--- src/core/sbc_misc_defines.vh ---
// constants for the setup and special-mode register block
`ifndef SBC_MISC_DEFINES_VH
`define SBC_MISC_DEFINES_VH
// command codes (bits 15..9 of the frame, parity bit 8 excluded); the random read is a whole 16-bit frame
`define CMD_MISC_SETUP 7'h28
`define CMD_SPECIAL_MODE 7'h29
`define CMD_RANDOM_READ 16'h1300
// misc_setup field positions
`define MISC_CODE_GATE 7
`define MISC_PARITY 6
`define MISC_INT_LEVEL 5
`define MISC_INT_SHORT 4
`define MISC_INT_FLASH 3
`define MISC_DBG_EN 2
`define MISC_RESET 8'h00
`define SPE_RESET 8'h00
// mode-select encodings
`define SEL_RESET 2'h0
`define SEL_INIT 2'h1
`define SEL_FLASH 2'h2
// device mode encodings
`define MODE_RESET 2'h0
`define MODE_INIT 2'h1
`define MODE_FLASH 2'h2
`define MODE_NORMAL 2'h3
// interrupt pulse times in ns and the clock period in ns
`define CLK_PERIOD_NS 4
`define INT_LONG_NS 100000
`define INT_SHORT_NS 25000
`define LFSR_SEED 8'h01
`endif

--- src/core/bit_sync.v ---
// two-flop synchroniser for asynchronous inputs
`timescale 1ns/1ns
`default_nettype none
module bit_sync #(
  parameter WIDTH = 1,
  parameter [WIDTH-1:0] RESET_VAL = {WIDTH{1'b0}}
) (
  input wire clk,
  input wire arst_n,
  input wire [WIDTH-1:0] din,
  output reg [WIDTH-1:0] dout
);
  reg [WIDTH-1:0] stage1;
  always @(posedge clk or negedge arst_n)
  begin
    if (!arst_n)
    begin
      // reset to the pin's idle level so no false edge follows reset
      stage1 <= RESET_VAL;
      dout <= RESET_VAL;
    end
    else
    begin
      stage1 <= din;
      dout <= stage1;
    end
  end
endmodule // bit_sync
`default_nettype wire

--- src/core/sbc_misc_regs.v ---
// spi-programmed misc setup and secured special-mode registers
`timescale 1ns/1ns
`default_nettype none
`include "sbc_misc_defines.vh"
// Behaviour
// - setup register writable only in init mode
// - code gate bit requires code for low power
// - parity bit checked only when parity enabled
// - interrupt pulses, or holds low when level
// - pulse width 100us or 25us
// - flash mode interrupt at half watchdog period
// - debug field selects safe variant or disabled
// - resistor mismatch sets debug flag
// - programmed variant overrides detected resistor
// - mode select: reset, init, flash, invalid
// - special mode needs matching inverted random code
// - command 0x1300 returns six-bit random code
// - safe output activation with partly inverted code
module sbc_misc_regs #(
  parameter INT_LONG_CYC = `INT_LONG_NS / `CLK_PERIOD_NS,
  parameter INT_SHORT_CYC = `INT_SHORT_NS / `CLK_PERIOD_NS
) (
  input wire clk,
  input wire arst_n,
  input wire spiCs_n,
  input wire spiClk,
  input wire spiMosi,
  output reg spiMiso,
  input wire resetDone,
  input wire initExit,
  input wire lpRequest,
  input wire [2:0] lpCode,
  input wire intEvent,
  input wire intClear,
  input wire wdHalf,
  input wire [1:0] detectedRes,
  input wire dbgFlagClear,
  output reg lpEnter,
  output reg int_n,
  output reg safe_n,
  output reg dbgResFlag,
  output reg [1:0] safeVariant,
  output reg [1:0] deviceMode,
  output reg [7:0] miscSetup,
  output reg [7:0] specialMode
);
  wire [2:0] syncOut;
  reg sclkPrev;
  reg csPrev;
  reg [15:0] rxShift;
  reg [15:0] txShift;
  reg [4:0] bitCnt;
  reg frameDone;
  reg [15:0] frame;
  reg [7:0] lfsr;
  reg [5:0] pendingCode;
  reg [5:0] issuedCode;
  reg codeValid;
  reg [14:0] intCnt;
  reg intHeld;
  wire csS = syncOut[2];
  wire sclkS = syncOut[1];
  wire mosiS = syncOut[0];
  wire sclkRise = sclkS & ~sclkPrev & ~csS;
  wire sclkFall = ~sclkS & sclkPrev & ~csS;
  wire frameStart = ~csS & csPrev;
  wire frameEnd = csS & ~csPrev;
  // even parity over all sixteen bits
  wire parityOk = ~miscSetup[`MISC_PARITY] | ~(^frame);
  wire frameOk = frameDone & parityOk;
  wire miscWrite = frameOk & (frame[15:9] == `CMD_MISC_SETUP);
  wire speWrite = frameOk & (frame[15:9] == `CMD_SPECIAL_MODE);
  // parity guards writes only, so the code read is taken either way
  wire codeRead = frameDone & (frame == `CMD_RANDOM_READ);
  wire [1:0] sel = frame[7:6];
  wire modeMatch = codeValid & (frame[5:0] == ~issuedCode);
  wire safeMatch = codeValid & (frame[5:4] == issuedCode[5:4])
    & (frame[3:0] == ~issuedCode[3:0]);
  wire intReq = intEvent | (wdHalf & miscSetup[`MISC_INT_FLASH]
    & (deviceMode == `MODE_FLASH));
  wire [14:0] intWidth = miscSetup[`MISC_INT_SHORT] ? INT_SHORT_CYC[14:0]
    : INT_LONG_CYC[14:0];
  wire dbgEn = miscSetup[`MISC_DBG_EN];

  bit_sync #(
    .WIDTH(3),
    .RESET_VAL(3'h4)
  ) u_sync (
    .clk(clk),
    .arst_n(arst_n),
    .din({spiCs_n, spiClk, spiMosi}),
    .dout(syncOut)
  );

  // spi shifter: sample on rising edge, launch on falling edge
  always @(posedge clk or negedge arst_n)
  begin
    if (!arst_n)
    begin
      sclkPrev <= 1'b0;
      csPrev <= 1'b1;
      rxShift <= 16'h0000;
      txShift <= 16'h0000;
      bitCnt <= 5'h00;
      frameDone <= 1'b0;
      frame <= 16'h0000;
      spiMiso <= 1'b0;
      pendingCode <= 6'h00;
    end
    else
    begin
      sclkPrev <= sclkS;
      csPrev <= csS;
      frameDone <= 1'b0;
      if (frameStart)
      begin
        // code is frozen at frame start so the reply cannot tear mid-shift
        pendingCode <= lfsr[5:0];
        txShift <= {10'h000, lfsr[5:0]};
        spiMiso <= 1'b0;
        bitCnt <= 5'h00;
      end
      else if (sclkRise)
      begin
        rxShift <= {rxShift[14:0], mosiS};
        if (bitCnt != 5'h1F)
        begin
          bitCnt <= bitCnt + 5'h01;
        end
      end
      else if (sclkFall)
      begin
        txShift <= {txShift[14:0], 1'b0};
        spiMiso <= txShift[14];
      end
      // frames of any other length are dropped
      if (frameEnd)
      begin
        frameDone <= (bitCnt == 5'h10);
        frame <= rxShift;
      end
    end
  end

  // free-running random source
  always @(posedge clk or negedge arst_n)
  begin
    if (!arst_n)
    begin
      lfsr <= `LFSR_SEED;
    end
    else
    begin
      lfsr <= {lfsr[6:0], lfsr[7] ^ lfsr[5] ^ lfsr[4] ^ lfsr[3]};
    end
  end

  // register writes, secured mode changes and safe output
  always @(posedge clk or negedge arst_n)
  begin
    if (!arst_n)
    begin
      miscSetup <= `MISC_RESET;
      specialMode <= `SPE_RESET;
      issuedCode <= 6'h00;
      codeValid <= 1'b0;
      deviceMode <= `MODE_INIT;
      safe_n <= 1'b1;
      lpEnter <= 1'b0;
    end
    else
    begin
      lpEnter <= 1'b0;
      // a setup write in any other mode falls through unchanged
      if (miscWrite && deviceMode == `MODE_INIT)
      begin
        miscSetup <= frame[7:0];
      end
      if (codeRead)
      begin
        issuedCode <= pendingCode;
        codeValid <= 1'b1;
      end
      else if (speWrite)
      begin
        // one code serves one attempt, matched or not
        codeValid <= 1'b0;
        specialMode <= frame[7:0];
        if (modeMatch)
        begin
          case (sel)
            `SEL_RESET: deviceMode <= `MODE_RESET;
            `SEL_INIT: deviceMode <= `MODE_INIT;
            `SEL_FLASH: deviceMode <= `MODE_FLASH;
            default: deviceMode <= deviceMode;
          endcase
        end
        else if (safeMatch && sel == `SEL_INIT && deviceMode == `MODE_INIT)
        begin
          safe_n <= 1'b0;
        end
      end
      else if (resetDone && deviceMode == `MODE_RESET)
      begin
        deviceMode <= `MODE_INIT;
      end
      else if (initExit && deviceMode == `MODE_INIT)
      begin
        deviceMode <= `MODE_NORMAL;
      end
      if (lpRequest)
      begin
        lpEnter <= ~miscSetup[`MISC_CODE_GATE]
          | (codeValid & (lpCode == ~issuedCode[2:0]));
      end
    end
  end

  // interrupt output shaping
  always @(posedge clk or negedge arst_n)
  begin
    if (!arst_n)
    begin
      intCnt <= 15'h0000;
      intHeld <= 1'b0;
      int_n <= 1'b1;
    end
    else
    begin
      if (miscSetup[`MISC_INT_LEVEL])
      begin
        intCnt <= 15'h0000;
        // a new request in the clear cycle keeps the line low
        if (intReq)
        begin
          intHeld <= 1'b1;
        end
        else if (intClear)
        begin
          intHeld <= 1'b0;
        end
        // follow the next held state so a clear releases the line in one cycle
        int_n <= ~(intReq | (intHeld & ~intClear));
      end
      else
      begin
        intHeld <= 1'b0;
        if (intReq)
        begin
          intCnt <= intWidth - 15'h0001;
          int_n <= 1'b0;
        end
        else if (intCnt != 15'h0000)
        begin
          intCnt <= intCnt - 15'h0001;
        end
        else
        begin
          int_n <= 1'b1;
        end
      end
    end
  end

  // debug resistor check and safe variant selection
  always @(posedge clk or negedge arst_n)
  begin
    if (!arst_n)
    begin
      dbgResFlag <= 1'b0;
      safeVariant <= 2'h0;
    end
    else
    begin
      if (dbgEn && detectedRes != miscSetup[1:0])
      begin
        dbgResFlag <= 1'b1;
      end
      else if (dbgFlagClear)
      begin
        dbgResFlag <= 1'b0;
      end
      // 00 b3, 01 b2, 10 b1, 11 a
      safeVariant <= dbgEn ? miscSetup[1:0] : detectedRes;
    end
  end
endmodule // sbc_misc_regs
`default_nettype wire

--- config.mk ---
export PLATFORM = sky130hd
export DESIGN_NAME = sbc_misc_regs
export DESIGN_NICKNAME = d
export VERILOG_FILES = /design/src/core/bit_sync.v /design/src/core/sbc_misc_regs.v
export VERILOG_INCLUDE_DIRS = /design/src /design/src/core
export SDC_FILE = /design/constraint.sdc
export NUM_CORES = 1
export LEC_CHECK = 0
export BUFFER_PORTS_ARGS = -buffer_cell sky130_fd_sc_hd__buf_2
export CORE_AREA = 2 2 103 105
export DETAILED_ROUTE_END_ITERATION = 7
export DIE_AREA = 0 0 105 107
export PLACE_DENSITY = 0.74
export REMOVE_ABC_BUFFERS = 1
export SYNTH_ARGS = -nofsm -noshare
export SYNTH_HDL_FRONTEND = slang
export SYNTH_HIERARCHICAL = 1
export SYNTH_SLANG_ARGS = --single-unit
--- constraint.sdc ---
create_clock -name clk -period 2.5 [get_ports clk]
set_clock_uncertainty 0.05 [all_clocks]
set_input_delay 0.25 -clock clk [delete_from_list [all_inputs] [get_ports clk]]
set_output_delay 0.25 -clock clk [all_outputs]
set_load 0.01 [all_outputs]
* Word level (Yosys, flattened, before mapping)
Index checks and enable logic that the tools add are counted.
** Storage, ports and cells
- Logic and storage cells :: 139
- Input port bits :: 17
- Output and inout port bits :: 25
- Flip-flop bits (word level) :: 123
** Operators by class
- Equality and inequality tests :: 19
- Bitwise operators :: 39
- Reductions and logical operators :: 23
- Add/subtract/negate cells :: 3
- Mux-type cells :: 31
** Operator list (count)
- two-way mux 15 bit :: 7
- subtractor 15 x 1 -> 15 bit (second input constant) :: 2
- AND 1 bit :: 17
- == test 16 x 13 -> 1 bit (second input constant) :: 1
- XOR reduction 16 bit :: 1
- two-way mux 1 bit :: 15
- two-way mux 5 bit :: 3
- nonzero test 15 bit :: 1
- == test 7 x 6 -> 1 bit (second input constant) :: 2
- inverter 1 bit :: 12
- two-way mux 2 bit :: 5
- nonzero test 2 bit :: 5
- AND reduction 2 bit :: 4
- AND reduction 4 bit :: 2
- == test 6 bit :: 1
- logical AND 1 bit :: 6
- inverter 6 bit :: 1
- one-hot mux 2 bit (3 select lines) :: 1
- nonzero test 3 bit :: 2
- adder 5 x 1 -> 5 bit (second input constant) :: 1
- == test 5 bit (second input constant) :: 1
- != test 5 bit (second input constant) :: 1
- == test 2 x 1 -> 1 bit (second input constant) :: 2
- == test 2 bit (second input constant) :: 2
- 13 further kinds :: 20

* Logic depth before layout (Yosys ltp)
Gate-level depths: netlist of the first run.
- Word-level depth :: 7
- Gate-level depth with buffers :: 10
- Gate-level depth less buffers :: 9

* Cells and area by module
Netlist of the first run, hierarchy kept.
** By module, submodules not included
- sbc_misc_regs :: instances 1, cells an instance 476, area each 5177.5 um^2, seq. area each 2934.1 um^2
- bit_sync :: instances 1, cells an instance 6, area each 152.6 um^2, seq. area each 152.6 um^2

* Worst setup path after synthesis of the first run
Ideal clock, no wire load.
- Path type :: register to register
- Start :: register deviceMode[0]
- End :: register intCnt[10]
- Buffers on the path :: 2
- Path slack :: -0.020 ns
- Data required time :: 2.362 ns
- Library setup time :: 0.088 ns
- Cell stages (with the launch flop) :: 11
- Data arrival time :: 2.382 ns
- Period minus slack after synthesis :: 2.520 ns
- Cells stage by stage :: dfstp_2 inv_1 a41oi_1 clkbuf_1 clkbuf_1 a21oi_1 ha_1 nand4b_1 nor4_1 xnor2_1 nor3b_1
** Between the ends
- Longest elaborated chain between the ends :: 5
- Elaborated cells on any way between the ends :: 6
- Those cells by class :: eq/ne: 1; mux: 2; bitwise: 2; reduce/logical: 1
** Ends and longest elaborated chain
- start: declaration :: line sbc_misc_regs.v:43 : output reg [1:0] deviceMode,
- start signal: assignment :: line sbc_misc_regs.v:167 : deviceMode <= `MODE_INIT;
- start signal: assignment :: line sbc_misc_regs.v:192 : `SEL_RESET: deviceMode <= `MODE_RESET;
- start signal: assignment :: line sbc_misc_regs.v:193 : `SEL_INIT: deviceMode <= `MODE_INIT;
- == test 2 bit (no line) (*)
- AND 1 bit (*) :: line sbc_misc_regs.v:79 : wire intReq = intEvent | (wdHalf & miscSetup[`MISC_INT_FLASH]
- bitwise OR 1 bit (*) :: line sbc_misc_regs.v:79
- two-way mux 15 bit :: line sbc_misc_regs.v:248 : if (intReq)
- two-way mux 15 bit :: line sbc_misc_regs.v:230 : if (miscSetup[`MISC_INT_LEVEL])
- end signal: assignment :: line sbc_misc_regs.v:250 : intCnt <= intWidth - 15'h0001;
- end signal: assignment :: line sbc_misc_regs.v:255 : intCnt <= intCnt - 15'h0001;
- end: declaration :: line sbc_misc_regs.v:59 : reg [14:0] intCnt;
Every way passes the cells marked *; elsewhere a longest branch is shown, timed or not.
A chain may end at the register's enable or synchronous reset.

* Final worst setup path of the first run
- Start :: register frame[2]
- End :: register deviceMode[1]
** Between the ends
- Longest elaborated chain between the ends :: 7
- Elaborated cells on any way between the ends :: 15
- Those cells by class :: eq/ne: 4; mux: 1; bitwise: 7; reduce/logical: 3
** Ends and longest elaborated chain
- start: declaration :: line sbc_misc_regs.v:54 : reg [15:0] frame;
- start signal: assignment :: line sbc_misc_regs.v:140 : frame <= rxShift;
- XOR reduction 16 bit :: line sbc_misc_regs.v:69 : wire parityOk = ~miscSetup[`MISC_PARITY] | ~(^frame);
- inverter 1 bit :: line sbc_misc_regs.v:69
- bitwise OR 1 bit :: line sbc_misc_regs.v:69
- AND 1 bit :: line sbc_misc_regs.v:70 : wire frameOk = frameDone & parityOk;
- AND 1 bit :: line sbc_misc_regs.v:72 : wire speWrite = frameOk & (frame[15:9] == `CMD_SPECIAL_MODE);
- != test 4 x 1 -> 1 bit (no line), or another cell as far along
- AND reduction 4 bit (no line)
Several ways; a longest one is shown, not always the timed one.

==> results.cfg, run 1 <==
[floorplanning]
row_count = 37
num_io_pins = 42
die_h_um = 107
die-area_mm2 = 0.0112
coreArea_mm2 = 0.0101
die_w_um = 105
start_util_pct = 52.8

[routing]
wl_per_cell_um = 15.6
routed_wl_mm = 10.9
drcViolationCount = 0
antenna_left = 0
wl_met2_mm = 5.54
top_layer = met4
drtIter0Drc = 202
m1WireLength_mm = 4.84
wl_met3_um = 331
viasPerCell = 5.38
num_vias = 3747
drt_first_pass_iters = 4

[hold_path]
min_path_cells = 4
hold_path_class = primary input to register
holdCritStartpoint = lpCode[0]

[setup_path]
critPathMaxFanout = 3
reg2reg_depth = 8
crit_path_end_kind = register
cp_data_required_time_ps = 2840
crit_type = register to register
cp-endpoint = deviceMode[1]
worstSetupStartpointType = register
path_cells = inv_1 > ha_1 > xnor2_1 > xnor2_1 > xnor2_2 > a211o_1 > or3_1 > o211a_1
crit_slowest_cell = dfrtp_1
r2r_slack_ps = 70
cp_slowest_stage_delay_ps = 430
crit_top_cell = xnor2_1
r2r_end = deviceMode[1]
cp-startpoint = frame[2]
reg2reg_from = frame[2]
arrival_ps = 2780

[layout]
final_common_cell = dfrtp_1
drive_gt1_share_pct = 24.6
area_growth_pct = 21.0
final_nets = 580
nFillCells = 777
final_cell_mix = dfrtp_1, nand2_1, buf_2
fin_area_mm2 = 0.00645
diodes = 0
final_util_pct = 63.9

[run]
max_cap_viol_count = 0

[timing]
fin_crit_sh_pct = 97.3
setup_viol = 0
layout_min_cycle_time_ps = 2430
hold_ws_ps = 51.4
rsz0062_at_grt = false
worstMarginPinSlew_ps = 526
fmax_mhz = 411
slew-limit-headroom_pct = 64.9
finalHoldViolCount = 0
slew_violations = 0
setup_tns_ps = 0

[clocking]
clock_path_buffers = 2
cts_tree = yes
clkSinkCount = 123
cts-root-buf = clkbuf_8
clock_latency_ps = 510
cts_max_level = 4
cts_made_buffers = 17
cts.clk_slew.worst_paths_ps = 60

[pwr]
p_total_w = 0.00507
ir_drop_mv = 0.535
power_density_mw_per_mm2 = 786
p_leak_nw = 3.05

[synthesis]
synthCells = 482
ys_ff_latch = 123
synthAdderAreaFrac_pct = 3.52
yosysWarnings = 6
synth_area_per_cell_um2 = 11.1
yosys_most_used_dff = dfrtp_1
synth_top_family_by_area = simple AND/OR/NAND/NOR gates
synth_compound_area_share_pct = 8.12
synth-edff-count = 0
yosys.area_share.simple_pct = 14.8
synth_mux_area_share_pct = 6.67
synth_xor_area_share_pct = 6.08
yosysSeqAreaShare_pct = 57.9
synth-async-reset-ratio_pct = 100
synth_cell_types = 49
syn_area_mm2 = 0.00533

[status]
outcome = finished clean

[placed_design]
io_buffers = 41
dpl_cell_area_mm2 = 0.00574
hpwl_mm = 6.72
place.gp.congestion = 0.846

[grt]
grt_pass1_wl_mm = 18.2
grt_max_degree = 57
globalRouteTotalUtil_pct = 20.6
grt_pass1_vias = 3750
grt-ovfl-total = 0
antenna_found_initial = 0
[sequential cells by signal (all words and copies together) (netlist names), 2 cells and up]
signal,count
u_sync/dout,3
miscSetup,8
txShift,15
deviceMode,2
safeVariant,2
bitCnt,5
rxShift,16
frame,16
issuedCode,6
pendingCode,6
u_sync/stage1,3
specialMode,8
intCnt,15
lfsr,8
[worst max-delay path: cells and delay by family, from the launching register on]
family          cells  cell delay [ps]
xor+xnor            3              570
compound gates      2              500
flops               1              430
simple gates        1              360
fa+ha+maj           1              310
buf+inv             1              110
[how the worst min path moves through the flow]
stage,end,slack (ps)
after floorplan,bitCnt[0],-100
after global placement,safeVariant[1],200
after detailed placement,safeVariant[1],210
after CTS,lpEnter,40
after global routing,lpEnter,50
final,lpEnter,50
[per-layer routing]
layer  up-vias  global-route usage (%)
met3        19                    5.29
met2        79                    33.9
li1       1774                       -
met5         -                       0
met4         0                    8.38
met1      1875                    26.0
[area by class of cell]
| cell class | instances | area, µm² | area share [%] |
|---|---|---|---|
| flip-flops and latches | 123 | 3090 | 47.8 |
| well taps | 136 | 170 | 2.64 |
| clock buffers | 18 | 428 | 6.63 |
| repair buffers | 65 | 423 | 6.56 |
| multi-input cells | 322 | 2110 | 32.7 |
| clock inverters | 14 | 161 | 2.50 |
| inverters | 19 | 71.3 | 1.11 |
[kinds of logic after synthesis]
group	Yosys count
simple gates	169
flops	123
compound gates	69
xor+xnor	37
buf+inv	37
mux	32
fa+ha+maj	15
[Yosys cell counts (2+ instances only)]
cell type | count | area, µm²
nand3b_1 | 3 | 22.5
nand4_1 | 4 | 25.0
nor2b_1 | 3 | 18.8
a221o_1 | 5 | 50.1
mux2i_1 | 4 | 40.0
ha_1 | 15 | 188
dfstp_2 | 7 | 184
dfrtp_1 | 116 | 2900
nor3_1 | 8 | 40.0
nand3_1 | 5 | 25.0
clkbuf_1 | 11 | 41.3
a21oi_1 | 26 | 130
nor4_2 | 2 | 25.0
or2_2 | 2 | 12.5
xnor2_1 | 20 | 175
nor4_1 | 2 | 12.5
nand2b_1 | 2 | 12.5
xor2_1 | 17 | 149
nor3b_1 | 5 | 37.5
mux2_2 | 28 | 315
nor2_1 | 20 | 75.1
a21o_1 | 2 | 15.0
buf_1 | 2 | 7.51
a21boi_0 | 2 | 15.0
or3_1 | 3 | 18.8
nand2_1 | 101 | 379
o21ai_0 | 25 | 125
buf_2 | 3 | 15.0
inv_1 | 19 | 71.3
[what timing repair did]
| action | CTS | global route |
|---|---|---|
| endpoints found under the setup margin | 0 | 11 |
| buffers inserted | 0 | 2 |
| endpoints found under the hold margin | 43 | 0 |
| gates resized for setup | 0 | 5 |
| hold buffers | 9 | 0 |
[through the flow]
step	worst slack [ps]	cells
2_1_floorplan	-474	464
3_5_place_dp	148	654
5_1_grt	2.34	697
4_1_cts	3.63	695
3_3_place_gp	195	654
6_report	68.2	697
[report_power, final]
part,switching (W),internal (W),total [W]
logic,0.000283,0.000218,0.000501
registers,0.0000825,0.00208,0.00217
clock network,0.000936,0.00147,0.00240
(Power assumes the default switching activity.)
==> inputs of run 2 (changes only) <==
--- a/config.mk
+++ b/config.mk
@@ -6,11 +6,11 @@
 export SDC_FILE = /design/constraint.sdc
 export NUM_CORES = 1
 export LEC_CHECK = 0
-export BUFFER_PORTS_ARGS = -buffer_cell sky130_fd_sc_hd__buf_2
-export CORE_AREA = 2 2 103 105
+export CORE_AREA = 2 2 102 104
 export DETAILED_ROUTE_END_ITERATION = 7
-export DIE_AREA = 0 0 105 107
-export PLACE_DENSITY = 0.74
+export DIE_AREA = 0 0 104 106
+export DONT_BUFFER_PORTS = 1
+export PLACE_DENSITY = 0.72
 export REMOVE_ABC_BUFFERS = 1
 export SYNTH_ARGS = -nofsm -noshare
 export SYNTH_HDL_FRONTEND = slang
==> results.cfg, run 2 (synthesis results as in run 1) <==
[pwr]
p_leak_nw = 2.84
power_frac_seq_pct = 43.3
switchingPower_w = 0.00112
power_density_mw_per_mm2 = 802
pwr-share-comb_pct = 7.6
pwr-share-clk_pct = 49.1
ir_drop_mv = 0.494
power.internal_w = 0.00389
switching_share_pct = 22.4

[floorplanning]
die_h_um = 106
num_io_pins = 42
row_count = 37
die-area_mm2 = 0.0110
coreArea_mm2 = 0.0100
die_w_um = 104
start_util_pct = 53.3

[clocking]
cts-root-buf = clkbuf_8
clkSinkCount = 123
cts.clk_slew.worst_paths_ps = 60
clock_latency_ps = 510
clock_path_buffers = 2
cts-hold-fix-buffers = 10
cts_tree = yes
cts_max_level = 4
cts_made_buffers = 17

[routing]
top_layer = met4
wl_met2_mm = 4.75
m1WireLength_mm = 4.41
antenna_left = 0
viasPerCell = 5.35
wl_per_cell_um = 14.9
drt_first_pass_iters = 5
routed_wl_mm = 9.75
drtIter0Drc = 238
drcViolationCount = 0
num_vias = 3504
wl_met3_um = 375

[timing]
hold_ws_ps = -619
setup_viol = 0
fmax_mhz = 425
layout_min_cycle_time_ps = 2350
slew-limit-headroom_pct = 61.3
worstMarginPinSlew_ps = 579
finalHoldViolCount = 123
rsz0062_at_grt = false
fin_crit_sh_pct = 94.2
slew_violations = 0
setup_tns_ps = 0

[setup_path]
r2r_slack_ps = 150
worstSetupStartpointType = register
reg2reg_depth = 8
r2r_end = safe_n
crit_path_end_kind = register
crit_type = register to register
reg2reg_from = frame[1]
critPathMaxFanout = 19
arrival_ps = 2740
cp_data_required_time_ps = 2890

[placed_design]
hpwl_mm = 6.30
placed_cells = 612
place.gp.congestion = 0.828
io_buffers = 0

[hold_path]
hold_path_class = primary input to async pin

[layout]
nFillCells = 788
diodes = 0
final_cells = 655
reg_top3 = frame (16), rxShift (16)
final_nets = 538
area_growth_pct = 17.1
final_common_cell = dfrtp_1
drive_gt1_share_pct = 17.5
final_cell_mix = dfrtp_1, nand2_1, mux2_2

[status]
violations = negative hold slack
outcome = finished, violations left

[run]
max_cap_viol_count = 0

[grt]
grt_pass1_wl_mm = 16.7
grt_max_degree = 124
grt-ovfl-total = 0
antenna_found_initial = 0
grt_pass1_vias = 3396
globalRouteTotalUtil_pct = 19.2
[run 2: cell count changes in the layout (fill, tap and decap cells not counted), sizes merged]
cell         previous run  this run
clkinv                  5         3
clkinvlp                2         4
bufinv                  2         3
inv                    24        19
clkbuf                 18        22
buf                    56        13
dlygate4sd3             9        10
[run 2: layout make-up]
type                       count  area [µm²]  share of cell area [%]
clock buffer                  22         473                    7.58
clock inverter                10         139                    2.23
inverter                      19        71.3                    1.14
multi-input combinational    322        2100                    33.7
sequential                   123        3090                    49.5
tap                          136         170                    2.73
timing repair buffer          23         198                    3.17
[run 2: metal layers]
layer	track usage (%)	up-vias
met5	0	-
met4	8.98	0
met3	5.89	13
met2	29.3	74
met1	25.4	1737
li1	-	1680
[run 2: power by group through the flow]
stage / Sequential [W] / Combinational [W] / Clock [W]
6_report: 0.00217 / 0.000381 / 0.00246
4_1_cts: 0.00217 / 0.000378 / 0.00250
5_1_grt: 0.00218 / 0.000424 / 0.00261
2_1_floorplan: 0.00218 / 0.000296 / 0
3_3_place_gp: 0.00220 / 0.000357 / 0
3_5_place_dp: 0.00220 / 0.000364 / 0
[run 2: worst max path at each step]
| stage | slack (ps) | startpoint | end | depth (start not counted) |
|---|---|---|---|---|
| 2_1_floorplan | -470 | deviceMode[0] | intCnt[10] | 9 |
| 3_3_place_gp | 220 | frame[1] | deviceMode[1] | 8 |
| 3_5_place_dp | 140 | deviceMode[0] | intCnt[10] | 9 |
| 4_1_cts | 70 | deviceMode[0] | intCnt[10] | 9 |
| 5_1_grt | 20 | frame[6] | deviceMode[0] | 9 |
| 6_report | 150 | frame[1] | safe_n | 8 |
[run 2: through the flow]
stage	instance area [µm²]	setup WS (ps)	hold slack (ps)	util (%)	total power [W]
after global placement	5510	216	-93.0	55.1	0.00256
final	6240	145	-619	62.4	0.00501
after global routing	6240	17.5	-649	62.4	0.00522
after CTS	6220	74.9	-638	62.2	0.00505
after floorplan	5250	-474	-95.6	-	0.00248
after detailed placement	5510	144	-93.3	55.1	0.00256
[run 2: worst max-delay path, cell delays in order (launching register included)]
cell	delay [ps]
dfrtp_1	420
inv_1	110
ha_1	290
xnor2_1	220
xnor2_1	160
xnor2_1	170
a211o_1	350
buf_4	200
o31a_1	310
[run 2: repair_timing]
action / CTS / global route
gates resized for setup: 0 / 2
setup buffers: 0 / 1
hold endpoints to repair: 132 / 123
endpoints found under the setup margin: 0 / 1
